**src/ret_rot_pkg.sv**
```systemverilog
// Constants and types shared by the return and rotate execution block.
// Function
// - Return-immediate pops PC, loads accumulator, flags kept
// - Return-from-interrupt pops PC, sets master enable
// - Pending interrupt served before resuming main program
// - Rotate left memory, bit7 to bit0, flags kept
// - Rotate left into accumulator, memory and flags kept
// - Rotate left through carry, write back memory
// - Rotate left through carry into accumulator only
// - Rotate right memory, bit0 to bit7, flags kept
package ret_rot_pkg;

  // ******************************************************************
  // Widths and operation codes.
  // ******************************************************************

  // Width of data bytes.
  localparam int unsigned DATA_W = 8;
  // Width of the program counter.
  localparam int unsigned PC_W = 16;
  // Width of the operation select field.
  localparam int unsigned OP_W = 3;

  // Operation codes presented by the decoder.
  localparam logic [2:0] OP_RET_IMM   = 3'h0;
  localparam logic [2:0] OP_RET_IRQ   = 3'h1;
  localparam logic [2:0] OP_ROL_MEM   = 3'h2;
  localparam logic [2:0] OP_ROL_ACC   = 3'h3;
  localparam logic [2:0] OP_ROLC_MEM  = 3'h4;
  localparam logic [2:0] OP_ROLC_ACC  = 3'h5;
  localparam logic [2:0] OP_ROR_MEM   = 3'h6;

  // ******************************************************************
  // Values after reset.
  // ******************************************************************

  // Reset value of byte outputs.
  localparam logic [7:0]  BYTE_RST = 8'h00;
  // Reset value of program counter output.
  localparam logic [15:0] PC_RST   = 16'h0000;

  // Sequencer states, one-hot.
  typedef enum logic [1:0] {
    ST_RUN = 2'h1,
    ST_IRQ = 2'h2
  } seq_state_t;

  // Complete registered state of the block.
  typedef struct packed {
    seq_state_t  state;
    logic        done;
    logic        stack_pop;
    logic        pc_load;
    logic [15:0] pc_value;
    logic        acc_we;
    logic [7:0]  acc_value;
    logic        mem_we;
    logic [7:0]  mem_value;
    logic        carry_we;
    logic        carry_value;
    logic        irq_en_set;
    logic        irq_take;
  } exec_state_t;

endpackage

```
**src/return_and_rotate_exec.sv**
```systemverilog
// Execution datapath for return and left/plain-right rotate instructions.
`timescale 1ns/1ps
module return_and_rotate_exec (
  input  wire logic        clock_in,          // System clock, 20 MHz.
  input  wire logic        rst_b_in,          // Asynchronous reset, active low.
  input  wire logic        clk_en_in,         // Freezes all state while low.
  input  wire logic        exec_valid_in,     // One-cycle strobe: execute operation.
  input  wire logic [2:0]  exec_op_in,        // Operation code.
  input  wire logic [7:0]  imm_in,            // Immediate byte of the instruction.
  input  wire logic [7:0]  mem_rd_in,         // Addressed data-memory byte.
  input  wire logic        carry_in,          // Present carry flag.
  input  wire logic [15:0] stack_top_in,      // Address at the top of the stack.
  input  wire logic        irq_pending_in,    // An interrupt request is pending.
  output logic             done_out,          // One-cycle pulse: results valid.
  output logic             stack_pop_out,     // One-cycle pulse: pop the stack.
  output logic             pc_load_out,       // One-cycle pulse: load the PC.
  output logic [15:0]      pc_value_out,      // New program counter.
  output logic             acc_we_out,        // One-cycle pulse: write accumulator.
  output logic [7:0]       acc_value_out,     // Accumulator value.
  output logic             mem_we_out,        // One-cycle pulse: write memory.
  output logic [7:0]       mem_value_out,     // Memory write value.
  output logic             carry_we_out,      // One-cycle pulse: write carry.
  output logic             carry_value_out,   // Carry value.
  output logic             master_irq_enable_set_out, // Pulse: set master enable.
  output logic             irq_take_out       // Pulse: enter pending interrupt now.
);

  // ******************************************************************
  // State registers.
  // ******************************************************************

  // Present and next state of the whole block.
  ret_rot_pkg::exec_state_t st_ff;
  ret_rot_pkg::exec_state_t nxt_st;

  // Left rotate of a byte by one, with a chosen bit shifted in at bit 0.
  function automatic logic [7:0] rotl(input logic [7:0] b, input logic in0);
    rotl = {b[6:0], in0};
  endfunction

  // ******************************************************************
  // Next-state logic.
  // ******************************************************************

  // Decodes one operation and forms every write strobe and value.
  always_comb begin
    nxt_st = st_ff;
    // Strobes last exactly one cycle.
    nxt_st.done       = 1'b0;
    nxt_st.stack_pop  = 1'b0;
    nxt_st.pc_load    = 1'b0;
    nxt_st.acc_we     = 1'b0;
    nxt_st.mem_we     = 1'b0;
    nxt_st.carry_we   = 1'b0;
    nxt_st.irq_en_set = 1'b0;
    nxt_st.irq_take   = 1'b0;
    nxt_st.state      = ret_rot_pkg::ST_RUN;
    if (exec_valid_in) begin
      nxt_st.done = 1'b1;
      unique case (exec_op_in)
        ret_rot_pkg::OP_RET_IMM: begin
          // Pop address and load immediate; no flag is written.
          nxt_st.stack_pop = 1'b1;
          nxt_st.pc_load   = 1'b1;
          nxt_st.pc_value  = stack_top_in;
          nxt_st.acc_we    = 1'b1;
          nxt_st.acc_value = imm_in;
        end
        ret_rot_pkg::OP_RET_IRQ: begin
          // Pop address and re-enable interrupts.
          nxt_st.stack_pop  = 1'b1;
          nxt_st.pc_load    = 1'b1;
          nxt_st.pc_value   = stack_top_in;
          nxt_st.irq_en_set = 1'b1;
          // A pending request is entered before the main program resumes.
          nxt_st.irq_take   = irq_pending_in;
          if (irq_pending_in) begin
            nxt_st.state = ret_rot_pkg::ST_IRQ;
          end
        end
        ret_rot_pkg::OP_ROL_MEM: begin
          // Rotate in place, bit 7 wraps to bit 0.
          nxt_st.mem_we    = 1'b1;
          nxt_st.mem_value = rotl(mem_rd_in, mem_rd_in[7]);
        end
        ret_rot_pkg::OP_ROL_ACC: begin
          // Result goes to the accumulator only.
          nxt_st.acc_we    = 1'b1;
          nxt_st.acc_value = rotl(mem_rd_in, mem_rd_in[7]);
        end
        ret_rot_pkg::OP_ROLC_MEM: begin
          // Old carry enters bit 0, old bit 7 becomes carry.
          nxt_st.mem_we      = 1'b1;
          nxt_st.mem_value   = rotl(mem_rd_in, carry_in);
          nxt_st.carry_we    = 1'b1;
          nxt_st.carry_value = mem_rd_in[7];
        end
        ret_rot_pkg::OP_ROLC_ACC: begin
          // Same rotate, but accumulator gets the result.
          nxt_st.acc_we      = 1'b1;
          nxt_st.acc_value   = rotl(mem_rd_in, carry_in);
          nxt_st.carry_we    = 1'b1;
          nxt_st.carry_value = mem_rd_in[7];
        end
        ret_rot_pkg::OP_ROR_MEM: begin
          // Rotate right in place, bit 0 wraps to bit 7.
          nxt_st.mem_we    = 1'b1;
          nxt_st.mem_value = {mem_rd_in[0], mem_rd_in[7:1]};
        end
        default: begin
          // Codes outside this block are ignored.
          nxt_st.done = 1'b0;
        end
      endcase
    end
  end

  // Registers the state; the clock enable holds everything still.
  always_ff @(posedge clock_in or negedge rst_b_in) begin
    if (!rst_b_in) begin
      st_ff             <= '0;
      st_ff.state       <= ret_rot_pkg::ST_RUN;
      st_ff.pc_value    <= ret_rot_pkg::PC_RST;
      st_ff.acc_value   <= ret_rot_pkg::BYTE_RST;
      st_ff.mem_value   <= ret_rot_pkg::BYTE_RST;
    end else if (clk_en_in) begin
      st_ff <= nxt_st;
    end
  end

  // ******************************************************************
  // Outputs.
  // ******************************************************************

  // All outputs come straight from flip-flops.
  assign done_out                  = st_ff.done;
  assign stack_pop_out             = st_ff.stack_pop;
  assign pc_load_out               = st_ff.pc_load;
  assign pc_value_out              = st_ff.pc_value;
  assign acc_we_out                = st_ff.acc_we;
  assign acc_value_out             = st_ff.acc_value;
  assign mem_we_out                = st_ff.mem_we;
  assign mem_value_out             = st_ff.mem_value;
  assign carry_we_out              = st_ff.carry_we;
  assign carry_value_out           = st_ff.carry_value;
  assign master_irq_enable_set_out = st_ff.irq_en_set;
  assign irq_take_out              = st_ff.irq_take;
endmodule

```
**config.mk**
```make
export PLATFORM = sky130hd
export DESIGN_NAME = return_and_rotate_exec
export DESIGN_NICKNAME = d
export VERILOG_FILES = /design/src/ret_rot_pkg.sv /design/src/return_and_rotate_exec.sv
export SDC_FILE = /design/constraint.sdc
export NUM_CORES = 1
export LEC_CHECK = 0
export BUFFER_PORTS_ARGS = -buffer_cell sky130_fd_sc_hd__buf_4
export CAP_MARGIN = 20
export CORE_ASPECT_RATIO = 1.5
export CORE_UTILIZATION = 47
export CTS_CLUSTER_DIAMETER = 100
export DETAILED_ROUTE_END_ITERATION = 8
export PLACE_DENSITY = 0.8
export SLEW_MARGIN = 20
export SYNTH_ARGS = -nofsm -noshare
export SYNTH_HDL_FRONTEND = slang
export SYNTH_SLANG_ARGS = --single-unit
```
**constraint.sdc**
```tcl
create_clock -name clock_in -period 1 [get_ports clock_in]
set_input_delay 0.1 -clock clock_in [delete_from_list [all_inputs] [get_ports clock_in]]
set_output_delay 0.1 -clock clock_in [all_outputs]
set_load 0.1 [all_outputs]
```
Word-level counts from Yosys, hierarchy flattened
Cells that the tools add are included.
Word-level totals
  register bits after elaboration: 41
  input port bits: 41
  output and inout port bits: 41
  word-level logic and storage cells: 35
Operators by class
  equal/unequal tests: 6
  muxes and demuxes: 7
  reductions and logical operators: 10
Operators by type and width (count)
  case mux 9 bit (3 select lines): 2
  2-to-1 mux 41 bit: 1
  2-to-1 mux 18 bit: 1
  AND reduction 3 bit: 4
  equality test 3 bit, second input constant: 3
  OR reduction 7 bit: 1
  equality test 3 x 2 -> 1 bit, second input constant: 2
  nonzero test 3 bit: 2
  2-to-1 mux 2 bit: 2
  OR reduction 2 bit: 2
  equality test 3 x 1 -> 1 bit, second input constant: 1
  zero test 3 bit: 1
  2-to-1 mux 1 bit: 1

Logic depth before layout (Yosys ltp)
Gate-level depths: netlist of run 1.
  depth in word-level cells: 4
  depth in mapped cells: 6
  mapped depth without buffers: 4

Worst setup path before layout of run 1
No wires, ideal clock.
  kind: register -> output
  start: register st_ff, in the netlist stack_pop_out
  end: output port stack_pop_out
  data arrival time: 1340 ps
  data required time: 900 ps
  setup slack: -440 ps
  stages on the path, launching flop included: 2
  path buffers: 1
  cells stage by stage: dfrtp_1 -> buf_4
RTL lines
  from (decl): RTL line return_and_rotate_exec.sv:33  | ret_rot_pkg::exec_state_t st_ff;
  from (signal assigned): RTL line return_and_rotate_exec.sv:127  | st_ff <= nxt_st;
  to (decl): RTL line return_and_rotate_exec.sv:15  | output logic stack_pop_out,
No word-level cell between the ends.

Worst setup path after layout of run 1
  start: register st_ff, in the netlist carry_value_out
  end: output port carry_value_out
RTL lines
  to (decl): RTL line return_and_rotate_exec.sv:23  | output logic carry_value_out,
No word-level cell between the ends.

==> results of run 1 <==
[per-layer routing]
layer / vias to the layer above / wire length, um
met5: - / 0
met3: 22 / 409
met2: 86 / 3500
met4: 0 / 227
met1: 828 / 1860
li1: 760 / -
[through the flow]
step,power [W],hold slack (ns),TNS (ns)
floorplan,0.00489,-0.196,-3.62
global placement,0.00567,0.0977,-8.52
detailed placement,0.00570,0.101,-9.03
CTS,0.00795,0.0263,-0.303
global route,0.00881,0.0277,-1.05
finish,0.00861,0.0326,-0.306
[where the power goes]
group	internal, W	switching, W	leakage, nW	total, W
Sequential	0.00198	0.000350	0.445	0.00233
Combinational	0.00165	0.00280	1.00	0.00445
Clock	0.00125	0.000580	0.0784	0.00183
Total	0.00488	0.00373	1.53	0.00861
[cell type report]
type                            count  area, um^2
Clock inverter                      3        90.1
Multi-Input combinational cell     96         779
Fill cell                         155         325
Sequential cell                    40        1050
Tap cell                           43        53.8
Clock buffer                        5        68.8
Timing Repair Buffer              109        1320
Inverter                            6        22.5
[layout by cell type (no fill, tap or decap), types with 6 or more instances in the layout]
cell type and n:
a21oi_1 9, a221o_1 6, a22oi_1 14, buf_12 38, buf_4 65, dfrtp_2 39, inv_1 6, mux2_2 11
mux2_4 7, nor2_1 17
[synthesized netlist by cell type (all sizes together)]
cell / count / area [um^2]
nor3: 3 / 42.5
or2: 1 / 6.26
nor3b: 1 / 7.51
o21ai: 2 / 10.0
a21o: 3 / 23.8
o2bb2ai: 1 / 8.76
nor2: 18 / 70.1
buf: 7 / 68.8
a22o: 1 / 8.76
a21oi: 10 / 53.8
nor2b: 2 / 12.5
nand2: 4 / 22.5
nand2b: 2 / 20.0
a22oi: 14 / 105
mux2: 18 / 229
nor4: 1 / 12.5
clkbuf: 2 / 7.51
nand3: 1 / 5.00
and2: 2 / 12.5
inv: 6 / 22.5
a31oi: 2 / 12.5
a32o: 1 / 10.0
o22ai: 2 / 12.5
dfrtp: 40 / 1000
a221o: 6 / 60.1
[how the worst min path moves through the flow]
stage / startpoint / slack [ns] / endpoint
finish: stack_top_in[12] / 0.03 / pc_value_out[12]
floorplan: rst_b_in / -0.20 / acc_value_out[0]
global route: stack_top_in[12] / 0.03 / pc_value_out[12]
CTS: stack_top_in[12] / 0.03 / pc_value_out[12]
global placement: rst_b_in / 0.1 / pc_value_out[10]
detailed placement: rst_b_in / 0.10 / pc_value_out[6]
[timing repair]
item                                    in CTS  in global routing
endpoints found under the setup margin      49                 43
hold endpoints to repair                    40                  0
buffers inserted                             3                  4
pin swaps                                    0                  4
hold buffers                                 1                  0
resized for setup                           56                 67
gates cloned                                 0                  1
[kinds of logic after synthesis]
logic type             after synthesis  synth area share (%)
multiplexers                        18                  12.4
buffers and inverters               15                  5.36
flip-flops                          40                  54.2
AO/OA/AOI/OAI                       42                  16.5
AND/OR/NAND/NOR                     35                  11.5
==> results.py, run 1 <==
metrics = {
    "synthesis": {
        "synth_cell_types": 35,
        "ys_seq_elements": 40,
        "yosysWarnings": 0,
        "synth_cells": 150,
        "synth.yosys.seq_area_share_pct": 54.2,
        "syn_nets": 191,
        "netlist_area_um2": 1850,
        "syn_avg_cell_area_um2": 12.3,
    },
    "floorplan": {
        "dieArea_um2": 4190,
        "die_h_um": 78.7,
        "ios": 82,
        "start_util_pct": 49.7,
        "fp-row-count": 27,
        "core_area_um2": 3720,
        "dieWidth_um": 53.2,
    },
    "setup_path": {
        "crit_family": "flip-flops",
        "rrSetupSlack_ns": 0.05,
        "cp_slowest_cell": "dfrtp_4",
        "path_buf_inv": 1,
        "startpoint": "carry_value_out",
        "r2r_cells": 2,
        "startpoint_type": "register",
        "cp-end-kind": "output port",
        "critPathRequiredTime_ns": 0.90,
        "arrival_ns": 0.97,
        "crit_end": "carry_value_out",
        "reg2reg_to": "pc_value_out[8]",
        "path_cells": "buf_12",
        "path_class": "reg2out",
        "cp.depth": 1,
        "worstReg2RegStart": "pc_value_out[8]",
        "path_max_fanout": 2,
        "slowest_delay_ns": 0.49,
    },
    "timing": {
        "worst_pin_slew_ns": 0.635,
        "drv_slew": 0,
        "fin_ws_ns": -0.0652,
        "hold_violations": 0,
        "clock.fmax_mhz": 939,
        "min_period_ns": 1.07,
        "fin_skew_ns": 0,
        "period_share_pct": 107,
        "rsz0062_at_grt": "true",
        "slew_headroom_pct": 57.5,
        "setup-violations-final": 32,
    },
    "global_routing": {
        "use_met2_pct": 48.2,
        "grt_pass1_vias": 1736,
        "use_met1_pct": 27.1,
        "grt_overflow_total": 0,
        "use_met3_pct": 7.66,
        "grt_pass1_wl_um": 7890,
        "antenna_found_initial": 0,
        "grt_max_degree": 41,
        "grt.total_usage_pct": 26.6,
        "top_usage_layer": "met2",
    },
    "clock_tree": {
        "root_buffer": "clkbuf_8",
        "clk_latency_ns": 0.29,
        "clk_path_buf_depth": 2,
        "cts_made_buffers": 5,
        "cts_htree_levels": 2,
        "cts_sinks": 40,
        "cts_tree": "done",
        "path_clk_slew_ns": 0.08,
    },
    "finish": {
        "largest_register_ffs": 16,
        "synthToLayoutAreaGrowth_pct": 83.7,
        "instances_no_fill": 302,
        "antenna_cells": 0,
        "fin_nets": 299,
        "post-route-util_pct": 91.2,
        "fin_area_um2": 3390,
        "drive_above_1_share_pct": 71.8,
    },
    "detailed_routing": {
        "dr.pass1.iters": 4,
        "drtAntennaViolNets": 0,
        "drtIter0Drc": 43,
        "vias_per_cell": 5.62,
        "drt-total-wl_um": 6000,
        "vias": 1696,
        "route.detailed.drc": 0,
        "detail_route.wl_per_cell_um": 19.9,
    },
    "power": {
        "p_leak_nw": 1.53,
        "power_density_nw_per_um2": 2540,
        "ir_drop_v": 0.00247,
    },
    "job": {
        "drv_cap": 0,
    },
    "placement": {
        "gp_congestion": 0.770,
        "place_area_um2": 2650,
        "io_buffers": 81,
        "dp.cells": 285,
        "dpl_worst_slack_ns": -0.360,
        "post-dp-hpwl_um": 3190,
    },
    "min_path": {
        "holdCritPathClass": "in2reg",
        "whs_path_depth": 2,
    },
    "run_status": {
        "status": "complete, but fails checks",
        "violations": "negative setup slack",
    },
}
Power figures use the tool's default switching activity.
==> run 2: changes to the inputs <==
--- a/config.mk
+++ b/config.mk
@@ -12,6 +12,7 @@
 export CTS_CLUSTER_DIAMETER = 100
 export DETAILED_ROUTE_END_ITERATION = 8
 export PLACE_DENSITY = 0.8
+export REMOVE_ABC_BUFFERS = 1
 export SLEW_MARGIN = 20
 export SYNTH_ARGS = -nofsm -noshare
 export SYNTH_HDL_FRONTEND = slang
==> run 2 against run 1 <==
  * The flow still finishes with violations (negative setup slack)
  * Total power fell by 9.6%
  * Count of clock-buffer cells in the layout did not move
  * Wire length fell by 10%
  * Global-route usage barely moved
  * Design area fell by 4.2%
  * Setup slack improved by 0.041 ns
  * Clock skew did not move
  * Critical path type unchanged
  * Highest routed layer unchanged
==> results.py, run 2 (synthesis results as in run 1) <==
metrics = {
    "finish": {
        "mostFrequentLayoutCells": "65 x buf_4, 40 x buf_12, 39 x dfrtp_1, 16 x nor2_1, 14 x a22oi_1",
        "post-route-util_pct": 87.4,
        "final_common_cell": "buf_4",
        "fin_nets": 297,
        "instances_no_fill": 300,
        "antenna_cells": 0,
        "synthToLayoutAreaGrowth_pct": 76.0,
        "drive_above_1_share_pct": 56.4,
        "largest_register_ffs": 16,
    },
    "timing": {
        "fin_ws_ns": -0.0242,
        "drv_slew": 0,
        "slew_headroom_pct": 65.6,
        "worst_pin_slew_ns": 0.516,
        "setup-violations-final": 21,
        "hold_violations": 0,
        "clock.fmax_mhz": 976,
        "rsz0062_at_grt": "true",
        "period_share_pct": 102,
        "fin_skew_ns": 0,
        "min_period_ns": 1.02,
    },
    "power": {
        "power.net_switching_w": 0.00373,
        "p_seq_share_pct": 29.3,
        "power_density_nw_per_um2": 2400,
        "p_comb_share_pct": 56.8,
        "ir_drop_v": 0.00219,
        "p_leak_nw": 1.53,
        "p_int_w": 0.00406,
        "netSwitchingFraction_pct": 47.9,
        "pwr-share-clk_pct": 14.0,
    },
    "min_path": {
        "holdCritPathClass": "in2reg",
        "whs_path_depth": 2,
    },
    "clock_tree": {
        "cts_htree_levels": 2,
        "cts_made_buffers": 5,
        "clk_latency_ns": 0.28,
        "clk_path_buf_depth": 2,
        "cts_tree": "done",
        "root_buffer": "clkbuf_8",
        "cts_sinks": 40,
        "path_clk_slew_ns": 0.10,
    },
    "floorplan": {
        "dieArea_um2": 4190,
        "start_util_pct": 49.7,
        "ios": 82,
        "die_h_um": 78.7,
        "fp-row-count": 27,
        "core_area_um2": 3720,
        "dieWidth_um": 53.2,
    },
    "run_status": {
        "violations": "negative setup slack",
        "status": "complete, but fails checks",
    },
    "global_routing": {
        "antenna_found_initial": 0,
        "grt_overflow_total": 0,
        "grt_pass1_wl_um": 7980,
        "grt.total_usage_pct": 26.5,
        "grt_max_degree": 41,
        "grt_pass1_vias": 1616,
    },
    "job": {
        "drv_cap": 0,
    },
    "detailed_routing": {
        "vias_per_cell": 5.48,
        "drtIter0Drc": 34,
        "dr.pass1.iters": 4,
        "route.detailed.drc": 0,
        "drt-total-wl_um": 5390,
        "detail_route.wl_per_cell_um": 18.0,
        "vias": 1643,
        "drtAntennaViolNets": 0,
    },
    "setup_path": {
        "path_class": "reg2out",
        "crit_family": "flip-flops",
        "cp_slowest_cell": "dfrtp_1",
        "path_cells": "buf_12",
        "path_buf_inv": 1,
        "cp.depth": 1,
        "r2r_cells": 4,
        "arrival_ns": 0.92,
        "startpoint_type": "register",
        "critPathRequiredTime_ns": 0.90,
        "path_max_fanout": 2,
        "cp-end-kind": "output port",
        "slowest_delay_ns": 0.43,
    },
    "placement": {
        "dp.cells": 282,
        "io_buffers": 81,
        "post-dp-hpwl_um": 3360,
        "gp_congestion": 0.834,
    },
}
==> run 2: metrics by stage <==
| step | instance area (um^2) | worst slack, ns | hold slack (ns) | TNS (ns) | total power (W) |
|---|---|---|---|---|---|
| floorplan | 1770 | -0.847 | -0.196 | -11.63 | 0.00477 |
| finish | 3250 | -0.0242 | 0.0196 | -0.253 | 0.00779 |
| global placement | 2570 | -0.223 | 0.103 | -5.51 | 0.00561 |
| CTS | 3070 | -0.0358 | 0.0208 | -0.157 | 0.00745 |
| detailed placement | 2570 | -0.270 | 0.102 | -6.17 | 0.00565 |
| global route | 3250 | -0.0466 | 0.0182 | -0.946 | 0.00802 |
==> run 2: cell type report <==
type | instances | area [um^2]
fillers | 178 | 468
inverters | 6 | 22.5
well taps | 43 | 53.8
multi-input cells | 95 | 753
clock buffers | 5 | 68.8
flip-flops and latches | 40 | 1000
repair buffers | 108 | 1330
clock inverters | 3 | 18.8
==> run 2: per-layer routing <==
| metal | global-route usage (%) | routed length, um | part of all wire (%) |
|---|---|---|---|
| met5 | 0 | 0 | 0 |
| met4 | 7.11 | 102 | 1.9 |
| met3 | 8.81 | 437 | 8.1 |
| met2 | 44.1 | 2960 | 55 |
| met1 | 32.2 | 1900 | 35 |
==> run 2: timing repair <==
item / in CTS / in global routing
hold buffers: 1 / 0
gates resized for setup: 95 / 29
setup endpoints to repair: 41 / 42
setup buffers: 2 / 7
endpoints found under the hold margin: 40 / 0
==> run 2: power by group through the flow <==
stage / sequential, W / combinational, W / clock (W)
2_1_floorplan: 0.00435 / 0.000414 / 0
3_5_place_dp: 0.00212 / 0.00353 / 0
3_3_place_gp: 0.00212 / 0.00350 / 0
6_report: 0.00228 / 0.00442 / 0.00109
4_1_cts: 0.00223 / 0.00414 / 0.00109
5_1_grt: 0.00231 / 0.00455 / 0.00116
==> run 2: path summary, 6_finish.rpt <==
| kind | start | to | slack (ns) |
|---|---|---|---|
| setup / recovery | mem_value_out[7] | mem_value_out[7] | -0.02 |
| hold / removal | stack_top_in[8] | pc_value_out[8] | 0.02 |
| setup reg to reg | mem_value_out[0] | mem_value_out[0] | 0.04 |
| hold reg to reg | stack_pop_out | stack_pop_out | 0.57 |
| max in group asynchronous | rst_b_in | stack_pop_out | 0.30 |
| min in group asynchronous | rst_b_in | acc_value_out[4] | 0.31 |
==> run 3: changes to the inputs <==
--- a/config.mk
+++ b/config.mk
@@ -8,10 +8,10 @@
 export BUFFER_PORTS_ARGS = -buffer_cell sky130_fd_sc_hd__buf_4
 export CAP_MARGIN = 20
 export CORE_ASPECT_RATIO = 1.5
-export CORE_UTILIZATION = 47
+export CORE_UTILIZATION = 50
 export CTS_CLUSTER_DIAMETER = 100
 export DETAILED_ROUTE_END_ITERATION = 8
-export PLACE_DENSITY = 0.8
+export PLACE_DENSITY = 0.84
 export REMOVE_ABC_BUFFERS = 1
 export SLEW_MARGIN = 20
 export SYNTH_ARGS = -nofsm -noshare
==> constraint.sdc (replaced) <==
create_clock -name clock_in -period 1.2 [get_ports clock_in]
set_input_delay 0.12 -clock clock_in [delete_from_list [all_inputs] [get_ports clock_in]]
set_output_delay 0.12 -clock clock_in [all_outputs]
set_load 0.1 [all_outputs]
==> run 3 against run 2 <==
  * The run now ends clean
  * Global-route usage shrank 1.9 points
  * Count of clock-buffer cells in the layout grew 3
  * Wire length shrank 20%
  * Combinational power is 34% lower
  * Register-to-register slack better by 0.32 ns
  * Utilization fell by 12 points
  * Total power shrank 29%
  * Final cell count fell by 6.0%
  * Critical endpoint is now acc_value_out[7]
  * Largest power group unchanged
==> results.py, run 3 (synthesis results as in run 1) <==
metrics = {
    "power": {
        "power_density_nw_per_um2": 2130,
        "p_leak_nw": 1.28,
        "ir_drop_v": 0.00156,
    },
    "timing": {
        "hold_violations": 0,
        "period_share_pct": 89.7,
        "slew_headroom_pct": 66.7,
        "fin_ws_ns": 0.123,
        "fin_hold_ws_ns": 0.0564,
        "drv_slew": 0,
        "min_period_ns": 1.08,
        "rsz0062_at_grt": "false",
        "clock.fmax_mhz": 929,
        "setup-violations-final": 0,
        "fin_skew_ns": 0,
        "worst_pin_slew_ns": 0.500,
    },
    "finish": {
        "largest_register_ffs": 16,
        "mostFrequentLayoutCells": "89 x buf_4, 40 x dfrtp_1, 17 x nor2_1, 14 x a22oi_1, 11 x mux2_2",
        "antenna_cells": 0,
        "multiInputGateArea_um2": 746,
        "drive_above_1_share_pct": 51.7,
        "fin_nets": 280,
        "final_common_cell": "buf_4",
        "fin_area_um2": 2610,
        "n_fill_cell": 256,
        "instances_no_fill": 282,
        "synthToLayoutAreaGrowth_pct": 41.4,
        "post-route-util_pct": 75.0,
        "ff_latch_area_um2": 1000,
    },
    "setup_path": {
        "reg2reg_to": "acc_value_out[7]",
        "crit_family": "flip-flops",
        "path_max_fanout": 2,
        "worstReg2RegStart": "acc_value_out[7]",
        "path_class": "reg2out",
        "arrival_ns": 0.96,
        "rrSetupSlack_ns": 0.36,
        "cp-end-kind": "output port",
        "r2r_cells": 1,
        "path_cells": "buf_4",
        "cp_slowest_cell": "dfrtp_1",
        "critPathRequiredTime_ns": 1.08,
        "slowest_delay_ns": 0.37,
        "startpoint_type": "register",
        "path_buf_inv": 1,
    },
    "placement": {
        "io_buffers": 81,
        "dp.cells": 273,
        "gp_congestion": 0.776,
        "post-dp-hpwl_um": 3240,
        "place_area_um2": 2510,
        "dpl_worst_slack_ns": -0.148,
    },
    "floorplan": {
        "ios": 82,
        "dieWidth_um": 51.6,
        "die_h_um": 76.4,
        "dieArea_um2": 3940,
        "core_area_um2": 3480,
        "fp-row-count": 26,
        "start_util_pct": 53.0,
    },
    "clock_tree": {
        "path_clk_slew_ns": 0.07,
        "clk_path_buf_depth": 2,
        "clk_latency_ns": 0.29,
        "cts_sinks": 40,
        "root_buffer": "clkbuf_8",
        "cts_htree_levels": 2,
        "cts_resized": 0,
        "post_cts_buffers": 0,
        "cts_tree": "done",
        "cts_made_buffers": 5,
        "cts_hold_buf": 1,
    },
    "detailed_routing": {
        "vias": 1546,
        "drtAntennaViolNets": 0,
        "drtIter0Drc": 60,
        "dr.pass1.iters": 4,
        "detail_route.wl_per_cell_um": 15.3,
        "drt-total-wl_um": 4310,
        "route.detailed.drc": 0,
        "vias_per_cell": 5.48,
    },
    "global_routing": {
        "grt_pass1_vias": 1655,
        "grt_pass1_wl_um": 7310,
        "grt.total_usage_pct": 24.6,
        "grt_overflow_total": 0,
        "antenna_found_initial": 0,
        "grt_max_degree": 41,
    },
    "min_path": {
        "min_from": "stack_top_in[10]",
        "worstHoldEndpoint": "pc_value_out[10]",
        "whs_path_depth": 2,
        "holdCritPathClass": "in2reg",
    },
    "job": {
        "drv_cap": 0,
    },
    "run_status": {
        "status": "finished, final reports clean",
    },
}
## run 3: where the power goes
part,total (W),internal [W],switching (W)
registers,0.00174,0.00160,0.000144
logic,0.00291,0.000661,0.00225
clock network,0.000910,0.000469,0.000441
total,0.00556,0.00273,0.00283
## run 3: area by class of cell
class                           instances  area share [%]
Clock buffer                            8            3.45
Inverter                                6           0.863
Multi-Input combinational cell         95            28.6
Sequential cell                        40            38.4
Tap cell                               42            2.01
Timing Repair Buffer                   91            26.7
## run 3: metrics by stage
stage	TNS (ns)	total power, W
3_5_place_dp	-0.316	0.00468
3_3_place_gp	-0.0599	0.00465
6_report	0	0.00556
4_1_cts	0	0.00559
2_1_floorplan	-3.56	0.00397
5_1_grt	0	0.00577
## run 3: worst max-delay path by stage
stage / start / to / slack (ns) / depth (start not counted)
2_1_floorplan: stack_pop_out / stack_pop_out / -0.65 / 1
3_3_place_gp: exec_op_in[1] / acc_value_out[0] / -0.06 / 5
3_5_place_dp: exec_op_in[1] / acc_value_out[0] / -0.15 / 5
4_1_cts: stack_pop_out / pc_load_out / 0.11 / 1
5_1_grt: stack_pop_out / pc_load_out / 0.07 / 1
6_report: acc_value_out[7] / acc_value_out[7] / 0.12 / 1
## run 3: per-layer routing
metal  global-route usage [%]  vias to the layer above  wire [um]
met4                     7.84                        0         85
met2                     41.4                       83       2120
met5                        0                        -          0
li1                         -                      722          -
met3                     8.58                        9        406
met1                     28.4                      732       1700
